## src/core/strd_pkg.sv

```systemverilog
package strd_pkg;
    // ==========================================================
    // Register indices and byte addresses.
    localparam logic [3:0]  IDX_FUSE_ADDR   = 4'h4;
    localparam logic [3:0]  IDX_FUSE_WDATA  = 4'h5;
    localparam logic [3:0]  IDX_FUSE_CTRL   = 4'h6;
    localparam logic [3:0]  IDX_FUSE_RDATA  = 4'h7;
    localparam logic [3:0]  IDX_THRESHOLD   = 4'h8;
    localparam logic [3:0]  IDX_INTERVAL    = 4'h9;
    localparam logic [3:0]  IDX_ENABLES     = 4'ha;
    localparam logic [3:0]  IDX_DET_STATUS  = 4'hb;
    localparam logic [3:0]  IDX_LINE_SUM    = 4'hc;
    localparam logic [7:0]  ADDR_FUSE_ADDR  = {2'h0, IDX_FUSE_ADDR, 2'h0};
    localparam logic [7:0]  ADDR_FUSE_WDATA = {2'h0, IDX_FUSE_WDATA, 2'h0};
    localparam logic [7:0]  ADDR_FUSE_CTRL  = {2'h0, IDX_FUSE_CTRL, 2'h0};
    localparam logic [7:0]  ADDR_FUSE_RDATA = {2'h0, IDX_FUSE_RDATA, 2'h0};
    localparam logic [7:0]  ADDR_THRESHOLD  = {2'h0, IDX_THRESHOLD, 2'h0};
    localparam logic [7:0]  ADDR_INTERVAL   = {2'h0, IDX_INTERVAL, 2'h0};
    localparam logic [7:0]  ADDR_ENABLES    = {2'h0, IDX_ENABLES, 2'h0};
    localparam logic [7:0]  ADDR_DET_STATUS = {2'h0, IDX_DET_STATUS, 2'h0};
    localparam logic [7:0]  ADDR_LINE_SUM   = {2'h0, IDX_LINE_SUM, 2'h0};
    // ==========================================================
    // Reset values.
    localparam logic [7:0]  RST_FUSE_ADDR   = 8'h00;
    localparam logic [7:0]  RST_FUSE_WDATA  = 8'h00;
    localparam logic [7:0]  RST_FUSE_CTRL   = 8'h00;
    localparam logic [7:0]  RST_THRESHOLD   = 8'hff;
    localparam logic [7:0]  RST_INTERVAL    = 8'h00;
    localparam logic [7:0]  RST_ENABLES     = 8'h00;
    // ==========================================================
    // Field positions.
    localparam int          TRIM_HI_MSB     = 7;
    localparam int          TRIM_HI_LSB     = 6;
    localparam int          NIB_MSB         = 7;
    localparam int          NIB_LSB         = 4;
    localparam int          FADDR_MSB       = 4;
    localparam int          WIN_EN_BIT      = 7;
    localparam int          FUSE_DEPTH      = 32;
    // ==========================================================
    // Timing: detect clock is the core clock divided by 4096.
    localparam int          DCLK_DIV        = 4096;
    localparam logic [11:0] DCLK_LAST       = 12'(DCLK_DIV - 1);
    // ==========================================================
    // Bus encodings and scan state encoding.
    localparam logic [1:0]  HTRANS_NONSEQ   = 2'h2;
    localparam logic [1:0]  HTRANS_SEQ      = 2'h3;
    typedef enum logic [1:0] {
        STRD_IDLE = 2'b01,
        STRD_WAIT = 2'b10
    } strd_scan_e;
endpackage

```

## src/core/strd_det_timer.sv

```systemverilog
`timescale 1ns/1ps
`default_nettype none
module strd_det_timer
    import strd_pkg::*;
(
    input  wire logic       core_clk,
    input  wire logic       reset_n,
    input  wire logic [7:0] interval,
    output logic            dclk_tick,
    output logic            scan_tick
);
    // ==========================================================
    // Prescaler and interval counter.
    logic [11:0] pre_q;
    logic [7:0]  int_q;
    wire         pre_wrap = (pre_q == DCLK_LAST);
    wire         int_wrap = pre_wrap && (int_q >= interval);

    always_ff @(posedge core_clk) begin
        if (!reset_n) begin
            pre_q     <= 12'h000;
            int_q     <= 8'h00;
            dclk_tick <= 1'b0;
            scan_tick <= 1'b0;
        end else begin
            pre_q     <= pre_wrap ? 12'h000 : pre_q + 12'h001;
            dclk_tick <= pre_wrap;
            scan_tick <= int_wrap;
            if (int_wrap) begin
                int_q <= 8'h00;
            end else if (pre_wrap) begin
                int_q <= int_q + 8'h01;
            end
        end
    end
endmodule
`default_nettype wire

```

## src/core/strd_regs.sv

```systemverilog
// Function
// - Trim bits 9:8 in fuse address bits 7:6
// - Trim bits 7:4 in write-data upper nibble
// - Trim bits 3:0 in control upper nibble
// - Threshold compared against line-sum high byte
// - Threshold resets to all ones
// - Detect clock is core clock over 4096
// - Scan interval lasts divider plus one ticks
// - Window enable bit restricts image
//
// Local design decision: the AHB-Lite interface to the registers.
`timescale 1ns/1ps
`default_nettype none
module strd_regs
    import strd_pkg::*;
(
    input  wire logic        core_clk,
    input  wire logic        reset_n,
    input  wire logic        hsel,
    input  wire logic [31:0] haddr,
    input  wire logic [1:0]  htrans,
    input  wire logic        hwrite,
    input  wire logic [2:0]  hsize,
    input  wire logic [31:0] hwdata,
    input  wire logic        hready,
    output logic             hreadyout,
    output logic             hresp,
    output logic [31:0]      hrdata,
    input  wire logic [15:0] line_sum,
    input  wire logic        line_sum_valid,
    output logic [9:0]       coarse_offset_trim,
    output logic             window_enable,
    output logic             scan_start,
    output logic             finger_present
);
    // ==========================================================
    // Registers.
    logic [7:0]  faddr_q;
    logic [7:0]  fwdata_q;
    logic [7:0]  fctrl_q;
    logic [7:0]  thresh_q;
    logic [7:0]  interval_q;
    logic [7:0]  enables_q;
    logic [7:0]  fuse_mem [FUSE_DEPTH];
    logic [7:0]  fuse_read_value;
    logic        finger_q;
    logic [7:0]  sum_hi_q;
    logic        wr_q;
    logic [7:0]  addr_q;
    logic        dclk_tick;
    strd_scan_e  scan_q;

    // ==========================================================
    // Bus address phase.
    wire         bus_req  = hsel && hready && (htrans == HTRANS_NONSEQ || htrans == HTRANS_SEQ);
    wire         wr_fa    = wr_q && (addr_q == ADDR_FUSE_ADDR);
    wire         wr_fw    = wr_q && (addr_q == ADDR_FUSE_WDATA);
    wire         wr_fc    = wr_q && (addr_q == ADDR_FUSE_CTRL);
    wire         wr_th    = wr_q && (addr_q == ADDR_THRESHOLD);
    wire         wr_iv    = wr_q && (addr_q == ADDR_INTERVAL);
    wire         wr_en    = wr_q && (addr_q == ADDR_ENABLES);
    wire [7:0]   wbyte    = hwdata[7:0];
    wire [4:0]   fuse_sel = faddr_q[FADDR_MSB:0];
    wire         fuse_wr  = wr_fc && wbyte[0];
    wire [7:0]   rd_sel;

    assign hreadyout = 1'b1;
    assign hresp     = 1'b0;

    always_ff @(posedge core_clk) begin
        if (!reset_n) begin
            wr_q   <= 1'b0;
            addr_q <= 8'h00;
        end else if (bus_req) begin
            wr_q   <= hwrite;
            addr_q <= {haddr[7:2], 2'h0};
        end else begin
            wr_q   <= 1'b0;
        end
    end

    always_ff @(posedge core_clk) begin
        if (!reset_n) begin
            faddr_q    <= RST_FUSE_ADDR;
            fwdata_q   <= RST_FUSE_WDATA;
            fctrl_q    <= RST_FUSE_CTRL;
            thresh_q   <= RST_THRESHOLD;
            interval_q <= RST_INTERVAL;
            enables_q  <= RST_ENABLES;
        end else begin
            if (wr_fa) faddr_q    <= {wbyte[7:6], 1'b0, wbyte[4:0]};
            if (wr_fw) fwdata_q   <= {wbyte[7:4], 4'h0};
            if (wr_fc) fctrl_q    <= {wbyte[7:4], 4'h0};
            if (wr_th) thresh_q   <= wbyte;
            if (wr_iv) interval_q <= wbyte;
            if (wr_en) enables_q  <= {wbyte[7], 7'h00};
        end
    end

    // ==========================================================
    // Fuse byte store; bit 0 written to control commits one byte.
    always_ff @(posedge core_clk) begin
        if (fuse_wr) begin
            fuse_mem[fuse_sel] <= fwdata_q;
        end
    end
    assign fuse_read_value = fuse_mem[fuse_sel];

    assign coarse_offset_trim = {faddr_q[TRIM_HI_MSB:TRIM_HI_LSB],
                                 fwdata_q[NIB_MSB:NIB_LSB],
                                 fctrl_q[NIB_MSB:NIB_LSB]};
    assign window_enable = enables_q[WIN_EN_BIT];
    assign finger_present = finger_q;

    // ==========================================================
    // Read data; writes to fuse read data decode to nothing.
    assign rd_sel = (addr_q == ADDR_FUSE_ADDR)  ? faddr_q :
                    (addr_q == ADDR_FUSE_WDATA) ? fwdata_q :
                    (addr_q == ADDR_FUSE_CTRL)  ? fctrl_q :
                    (addr_q == ADDR_FUSE_RDATA) ? fuse_read_value :
                    (addr_q == ADDR_THRESHOLD)  ? thresh_q :
                    (addr_q == ADDR_INTERVAL)   ? interval_q :
                    (addr_q == ADDR_ENABLES)    ? enables_q :
                    (addr_q == ADDR_DET_STATUS) ? {7'h00, finger_q} :
                    (addr_q == ADDR_LINE_SUM)   ? sum_hi_q : 8'h00;
    assign hrdata = {24'h000000, rd_sel};

    // ==========================================================
    // Detection scan sequencing and threshold compare.
    strd_det_timer u_timer (
        .core_clk  (core_clk),
        .reset_n   (reset_n),
        .interval  (interval_q),
        .dclk_tick (dclk_tick),
        .scan_tick (scan_start)
    );

    always_ff @(posedge core_clk) begin
        if (!reset_n) begin
            scan_q   <= STRD_IDLE;
            finger_q <= 1'b0;
            sum_hi_q <= 8'h00;
        end else begin
            case (scan_q)
                STRD_IDLE: begin
                    if (scan_start) scan_q <= STRD_WAIT;
                end
                STRD_WAIT: begin
                    if (line_sum_valid) begin
                        scan_q   <= STRD_IDLE;
                        sum_hi_q <= line_sum[15:8];
                        finger_q <= (line_sum[15:8] > thresh_q);
                    end
                end
                default: scan_q <= STRD_IDLE;
            endcase
        end
    end

    // ==========================================================
    // Scan spacing monitor; a period in which the divider was written is not checked.
    logic [19:0] gap_q;
    logic        gap_ok_q;
    wire  [19:0] gap_len = 20'(({1'b0, interval_q} + 9'h001) * DCLK_DIV - 1);

    always_ff @(posedge core_clk) begin
        if (!reset_n) begin
            gap_q    <= 20'h00000;
            gap_ok_q <= 1'b0;
        end else begin
            gap_q    <= scan_start ? 20'h00000 : gap_q + 20'h00001;
            if (wr_iv) begin
                gap_ok_q <= 1'b0;
            end else if (scan_start) begin
                gap_ok_q <= 1'b1;
            end
        end
    end
endmodule
`default_nettype wire

```

## config.mk

```make
export PLATFORM = sky130hd
export DESIGN_NAME = strd_regs
export DESIGN_NICKNAME = d
export VERILOG_FILES = /design/src/core/strd_pkg.sv /design/src/core/strd_det_timer.sv /design/src/core/strd_regs.sv
export SDC_FILE = /design/constraint.sdc
export NUM_CORES = 1
export LEC_CHECK = 0
export BUFFER_PORTS_ARGS = -buffer_cell sky130_fd_sc_hd__buf_4
export CAP_MARGIN = 20
export CELL_PAD_IN_SITES_DETAIL_PLACEMENT = 0
export CELL_PAD_IN_SITES_GLOBAL_PLACEMENT = 2
export CORE_UTILIZATION = 41
export CTS_CLUSTER_DIAMETER = 30
export DETAILED_ROUTE_END_ITERATION = 8
export PLACE_DENSITY_LB_ADDON = 0.1
export SLEW_MARGIN = 20
export SYNTH_ARGS = -nofsm -noshare
export SYNTH_HDL_FRONTEND = slang
export SYNTH_HIERARCHICAL = 1
export SYNTH_SLANG_ARGS = --single-unit
export TNS_END_PERCENT = 10
```

## constraint.sdc

```tcl
create_clock -name core_clk -period 4 [get_ports core_clk]
set_input_delay 0.6 -clock core_clk [delete_from_list [all_inputs] [get_ports core_clk]]
set_output_delay 0.6 -clock core_clk [all_outputs]
set_load 0.02 [all_outputs]
```

* Word-level counts from Yosys, hierarchy flattened *
Memories as Yosys holds them, arrays and structs flattened. A register that Yosys moved wholly into a read port is not among the register bits.
Index checks and enable logic that the tools add are counted.

cells by class
  equal/unequal tests = 16
  divide/modulo/power cells = 0
  magnitude comparators = 2
  bitwise logic cells = 1
  mux-type cells = 16
  add/sub/neg operators = 2
  reductions and logical operators = 16
  multiply operators = 0
  shifts and indexed selects = 0

operators with widths
  operator               count
  $mux 8                 9
  $eq 6x4->1 const B     5
  $eq 6x3->1 const B     4
  $add 12x1->12 const B  1
  $eq 12x12->1 const B   1
  $logic_and 1x1->1      10
  $mux 5                 2
  $add 8x1->8 const B    1
  $ge 8x8->1             1
  $gt 8x8->1             1
  $eq 2x2->1 const B     3
  $reduce_and 2->1       3
  $mux 2                 2
  $pmux 2 s2             1
  $reduce_or 2->1        2
  $eq 2x1->1 const B     1
  $mux 1                 2
  $ne 2x1->1 const B     1
  $ne 2x2->1 const B     1
  $logic_or 1x1->1       1
  $not 1->1              1

storage, ports and cells
  RAM bits = 128
  memories kept = 1
  register bits after elaboration = 71
  word-level logic and storage cells = 68
  bits in latches = 0
  output and inout bits = 47
  input bits = 91
  bits in read-only memories = 0

memory list
  memory    words  bits a word  rd ports  clocked after memory_dff  wr ports  RTL line         source
  fuse_mem  32     4            1         1                         1         strd_regs.sv:44  logic [7:0] fuse_mem [FUSE_DEPTH];

* Depth between registers and ports, before layout *
Gate-level depths: netlist (run 1).

  depth in word-level cells = 10
  mapped depth = 9
  depth with buffers taken out = 8

* Modules after synthesis *
Netlist (run 1), hierarchy kept.

modules (own cells, without submodules)
  module          cells each  area an instance (µm²)  sequential area each (µm²)  times used
  strd_regs       604         8,041.5                 4,944.7                     1
  strd_det_timer  142         1,173.6                 440.4                       1

* Worst setup path after synthesis (run 1) *
OpenSTA, ideal clock, no wires.

  path type = reg2out
  from = register with a tool-made name
  to = output port hrdata[5]
  slack = 1,670 ps
  stages on the path, launching flop included = 7
  data arrival time = 1,730 ps
  required time = 3,400 ps
  buffers on the path = 1
  cell sequence = dfxtp_1 > buf_6 > mux4_2 > o22ai_1 > or4_1 > and4_1 > nor3b_2

RTL lines
  item           RTL line         source
  end, declared  strd_regs.sv:28  output logic [31:0] hrdata,

==> flow_results.org, run 1 <==
** Outcome
- Outcome :: complete, no violations

** Critical path
- Data on the critical path arrives at its endpoint at a little over 3 ns.
- Traced cell by cell, the critical path runs through buf_4 > nand2_1 > o22ai_1 > nor4b_1 > nor3_1 > and4_1 > nor3b_2 > buf_4.
- For this design, the slowest cell found on the critical path is dfxtp_1.
- STA classifies the critical path endpoint as a primary output.
- STA classifies the critical path startpoint as a flip-flop.
- Critical Path Fanout Max :: 14
- For this run, the slowest stage of the critical path takes around 0.7 ns.
- For the worst setup path, the data required time is between 3 and 4 ns.
- In this design, the critical path's most frequently occurring cell is buf_4.
- Crit path kind :: reg2out

** Floorplan
- After floorplanning, the core was sized to cover 21,900 sq um.
- The die is 152 microns wide.
- DIE AREA :: roughly 23,000 sq um
- Measured along the y axis, the die boundary spans between 150 and 200 microns.
- For this design the top-level I/O count stands at between 100 and 150.
- Number of placement rows :: 54
- For this configuration, the core starts out at a cell density of 42.0%.

** GRT
- The via count of the first global-routing pass came to about 6,000.
- Global-route wire length before repair :: around 34,000 microns
- Entering global routing, the biggest net connects between 50 and 60 pins.
- Initial antenna violation count :: 0
- GR Overflow Total :: 0
- Combined global-route utilization of all metal layers :: 20.1%

** Detailed routing
- Routed wire length per instance :: slightly below 20 microns
- Before antenna repair, the detailed router went through 5 iterations.
- The first routing iteration left around 280 violations.
- Number of vias in the routed layout :: 5,897
- After detailed routing, the number of remaining DRC violations is 0.
- Avg Vias per Cell :: between 5 and 6
- The count of nets left with antenna violations once routing finished came out at 0.
- Wires add up to 22,300 microns.

** Timing
- At the pin with the least slew margin, the transition time is 0.834 ns.
- Setup repair after global routing left no endpoint under its margin.
- Setup clock skew after layout :: 0.0213 ns
- The worst path uses 92.6% of the clock period.
- Headroom to the max-slew limit came out at 44.3%.
- Setup slack of the critical path after layout :: 0.297 ns
- Max Transition Viols Final :: 0
- Total count of hold-check failures in the final report :: 0
- Fmax :: around 270 MHz
- Setup violations remaining at the end of the flow were counted as 0.
- Total negative slack for setup checks :: 0 ns
- Subtracting the final worst setup slack from the clock period gives 3.70 ns.

** Clock tree
- TritonCTS sink count :: 204
- The clock passes through at most 3 buffers.
- Number of clock buffers inserted by TritonCTS :: 44
- In this run, post-CTS hold repair placed 0 buffers.
- For the worst-skew pair, the clock arrives at the later sink with an insertion delay of 0.52 ns.
- CTS tree :: built
- Clock tree synthesis selected as its root buffer the cell clkbuf_16.
- After clock tree synthesis, the clock-pin slew on the worst setup and hold paths is 0.05 ns.
- In this run the number of H-tree levels came out at 2.

** Placement
- The HPWL after detailed placement is 15,200 microns.
- Setup Slack @ Placement :: 0.691 ns
- Port buffering added 49 buffers.
- Gpl congestion :: 0.844

** Yosys
- The average instance in the mapped netlist occupies between 10 and 15 sq um.
- The Yosys step of the flow raised 6 warnings.
- Mapped cell area :: a little over 9000 sq um
- Cell count after synthesis :: 745

** Pwr
- Power density cells :: roughly 530 nW/um^2
- After layout, the design draws a total of 5.96 mW.
- For this design the static power due to leakage is between 4 and 5 nW.
- VDD sags by at most approximately 0.00032 V.

** Layout
- Layout cell share with drive strength beyond 1 :: 21.3%
- Ant. Diodes :: 0
- For this run, the post-layout net count is 917.
- Synth-to-Final Area Change :: 21.3%

** Min path
- Hold/Removal Path Class :: in2reg

** Flow run
- Max-cap violation count :: 0
[placed cells by master (no fill, tap or decap), types with 5 or more instances in the layout]
cell and n:
a21boi_0 23, buf_4 59, mux2i_1 23, nand4_1 7, inv_1 23, ha_1 18, clkinv_4 5, edfxtp_1 128
clkbuf_16 46, and3_1 6, o21ai_0 8, o211ai_1 9, nand2_1 84, nor3_1 8, dfxtp_1 75, nand2b_1 8
nor2_1 54, a22oi_1 6, a21oi_1 16, or3_1 9, nor2b_1 25, o21a_1 6, mux4_2 25, and2_1 7
o22ai_1 10, clkinvlp_4 8, conb_1 26, mux2_2 6, xor2_1 7, nand3_1 27
[per-stage QoR]
stage / std cells / util [%] / hold slack [ns] / area [sq um]
3_5_place_dp: 1042 / 43.9 / 0.434 / 9620
6_report: 1124 / 50.9 / 0.311 / 11200
5_1_grt: 1124 / 50.9 / 0.318 / 11200
4_1_cts: 1124 / 50.9 / 0.298 / 11100
2_1_floorplan: 769 / - / 0.413 / 9290
3_3_place_gp: 1042 / 43.9 / 0.425 / 9620
[path summary, 6_finish.rpt]
path                          startpoint                          end  slack, ns  cells after the start
max                            flip-flop                    hrdata[5]       0.30                      8
max reg2reg       addr_q[3]$_SDFFE_PN0P_    fuse_mem[24][1]$_DFFE_PP_       1.22                      5
min                               hwrite              wr_q$_SDFF_PN0_       0.31                      3
min reg2reg  u_timer/pre_q[0]$_SDFF_PP0_  u_timer/pre_q[0]$_SDFF_PP0_       0.44                      1
[per-layer routing]
metal | part of all wire [%] | track usage (%)
met1 | 44 | 25.3
met5 | 0 | 0
met4 | 2.2 | 7.13
met3 | 5.0 | 4.37
met2 | 49 | 34.0
[critical path: cells and delay by family, from the launching register on]
family	cells	cell delay [ns]
AND/OR/NAND/NOR	5	1.13
buffers and inverters	2	0.52
AO/OA/AOI/OAI	1	0.19
flip-flops	1	0.72
[cell type report]
| class | instances | area, sq um |
|---|---|---|
| flip-flops and latches | 204 | 5370 |
| repair buffers | 59 | 443 |
| clock buffers | 54 | 1220 |
| inverters | 24 | 90.1 |
| multi-input cells | 475 | 3370 |
| well taps | 280 | 350 |
| fillers | 1947 | 10700 |
| clock inverters | 28 | 304 |
[power by group]
| part | internal [mW] | switching (mW) |
|---|---|---|
| logic | 0.0448 | 0.0753 |
| clock network | 2.44 | 1.17 |
| registers | 2.22 | 0.00753 |
| total | 4.71 | 1.25 |
[timing repair]
action                     in CTS  in global routing
setup endpoints to repair       0                  1
resized for setup               0                  1
buffers inserted                0                  0
[state kept, by name (all words and copies together) (netlist names), named ones only]
register,flops
fctrl_q,4
thresh_q,8
sum_hi_q,8
fuse_mem,128
u_timer/int_q,8
interval_q,8
u_timer/scan_tick,1
fwdata_q,4
finger_present,1
addr_q,6
faddr_q,7
scan_q,2
u_timer/pre_q,12
wr_q,1
enables_q,1
Power figures use the tool's default switching activity.
==> run 2, diff against run 1 <==
Settings changed: PLACE_DENSITY from default to 0.81, PLACE_DENSITY_LB_ADDON 0.1 to default.
==> flow_results.org, run 2 (synthesis gave the netlist of run 1 again) <==
** Critical path
- The critical path goes through mux4_1 > o22ai_1 > nor4b_1 > nor3_1 > and4_1 > nor3b_2 > buf_4.
- Data arrives at the worst endpoint at a little over 3 ns.
- CP startpoint kind :: flip-flop
- Grouping stages by cell kind, the critical path spends the most delay in simple AND/OR/NAND/NOR gates.
- Among all stages on the critical path, the largest delay is contributed by dfxtp_4.
- Along the worst path, the maximum fanout reaches 26.
- STA classifies the critical path endpoint as a primary output.
- Slowest Stage Delay on Critical Path :: 0.66 ns
- The worst setup path is of the reg2out kind.
- Data required time at the worst endpoint :: ~3.4 ns
- Buffer and inverter count on the worst path :: 1

** Timing
- Setup clock skew after layout :: 0.0233 ns
- Final setup fails :: 0
- Max Transition Viols Final :: 0
- Total negative slack for setup checks :: 0 ns
- Actual transition at the worst max-transition pin :: ~0.88 ns
- The worst path uses between 90% and 100% of the clock period.
- Total count of hold-check failures in the final report :: 0
- Derived from the worst setup path, the maximum achievable clock frequency is about 270 MHz.
- Setup repair after global routing left no endpoint under its margin.
- Worst max-slew margin expressed relative to the limit :: 41.2%
- Final worst path period need :: 3.71 ns

** Clock tree
- For the worst-skew pair, the clock arrives at the later sink with an insertion delay of 0.51 ns.
- Clock root buffer :: clkbuf_16
- After clock tree synthesis, the clock-pin slew on the worst setup and hold paths is roughly 0.060 ns.
- Number of clock buffers inserted by TritonCTS :: 39
- TritonCTS built the clock tree.
- Number of H-tree branching levels :: 2
- Deepest clock path buffer count :: 3
- In this run, post-CTS hold repair placed 0 buffers.
- Post-CTS timing repair inserted 0 buffers for setup.
- Clock tree synthesis found a total of a little over 200 sinks.

** Floorplan
- The initialized floorplan defines 54 standard-cell rows.
- The floorplan step set the die height to 152 microns.
- Core outline area :: 21,900 sq um
- The die covers ~23,000 sq um.
- Die X-Extent :: between 150 and 200 microns
- For this configuration, the core starts out at a cell density of 42.0%.
- Boundary pin count :: 138

** Layout
- Counting flops per register, the top entry is fuse_mem.
- Non-Filler Cell Area, Final :: approximately 11,000 sq um
- In the layout the commonest cells are edfxtp_1, nand2_1, dfxtp_1.
- Layout cell share with drive strength beyond 1 :: between 20% and 30%
- Top Registers :: fuse_mem (128), u_timer/pre_q (12)
- Number of flip-flops in the largest register :: 128
- Compared with the post-synthesis result, the final layout area differs by 18.6%.
- The net count of the finished layout is 913.
- Commonest non-fill, non-tap cell in the layout :: edfxtp_1
- Ant. Diodes :: 0

** GRT
- Global routing used 19.6% of the available tracks across all layers.
- The number of antenna violations at the first check in global routing was 0.
- The first global-routing pass estimated roughly 34,000 microns of wire.
- Vias in the first global route :: 5,989
- For this run the aggregate overflow at the end of global routing stands at 0.
- Maximum number of pins on one net before global-route repair :: between 50 and 60

** Detailed routing
- After detailed routing, the number of remaining DRC violations is 0.
- Across all layers, the routed design uses 5,928 vias.
- Routed wire length per instance :: around 19 microns
- Before antenna repair, the detailed router went through 7 iterations.
- Avg Vias per Cell :: ~5.3
- After the first detailed-routing iteration, the DRC count stood at 298.
- Final wirelength :: between 20,000 and 25,000 microns
- The detail route stage leaves a number of antenna-violating nets equal to 0.

** Placement
- Total cell area at the placement stage :: around 9600 sq um
- Half-perimeter wire length of the detailed placement result :: 14,800 microns
- Number of buffers inserted by port buffering :: 49
- Routability-driven placement finished with a final weighted congestion of 0.871.

** Flow run
- Max-cap violation count :: 0

** Outcome
- Outcome :: complete, no violations

** Pwr
- For this design the static power due to leakage is 3.95 nW.
- Worst VDD drop :: 0.000260 V
- The design draws between 5 and 6 mW.
- For this design the ratio of total power to cell area is between 500 and 600 nW/um^2.

** Min path
- The min-delay analysis places its worst path in the category in2reg.
run 2: final cells by class:
type                    count  area [sq um]
clock buffers              43           991
clock inverters            29           280
fillers                  1949         11000
inverters                  24          90.1
multi-input cells         475          3370
flip-flops and latches    204          5370
well taps                 280           350
repair buffers             60           450
run 2: through the flow:
| step | worst slack (ns) | utilization (%) | hold WS, ns | cells |
|---|---|---|---|---|
| floorplan | 1.67 | - | 0.413 | 769 |
| global placement | 0.661 | 44.0 | 0.424 | 1043 |
| detailed placement | 0.613 | 44.0 | 0.437 | 1043 |
| CTS | 0.0255 | 49.8 | 0.319 | 1115 |
| global route | 0.177 | 49.8 | 0.345 | 1115 |
| finish | 0.287 | 49.8 | 0.335 | 1115 |
run 2: per-layer routing:
layer,GRT usage (%),routed length [microns]
met1,25.1,9160
met5,0,0
met3,4.46,1220
met4,6.24,452
met2,32.7,10600
run 2: path summary, 6_finish.rpt:
| kind | startpoint | endpoint | slack [ns] | depth (start not counted) |
|---|---|---|---|---|
| min reg2reg | u_timer/pre_q[0]$_SDFF_PP0_ | u_timer/pre_q[0]$_SDFF_PP0_ | 0.44 | 1 |
| max | flip-flop | hrdata[5] | 0.29 | 7 |
| max reg2reg | addr_q[3]$_SDFFE_PN0P_ | fuse_mem[0][3]$_DFFE_PP_ | 1.14 | 5 |
| min | hwrite | wr_q$_SDFF_PN0_ | 0.34 | 3 |
run 2: tightest hold or removal path, delay by kind of cell:
| family | cells | cell delay, ns |
|---|---|---|
| and+or+nand+nor | 2 | 0.12 |
| buffers and inverters | 1 | 0.08 |
run 2: timing repair:
item | CTS | global route
endpoints found under the hold margin | 0 | 0
endpoints found under the setup margin | 0 | 1
resized for setup | 0 | 1
run 2: report_power, final:
part           total [mW]  switching [mW]  leakage (nW)  internal [mW]
Sequential           2.23         0.00734          1.80           2.22
Combinational       0.119          0.0740          1.53         0.0450
Clock                3.11            1.10         0.618           2.01
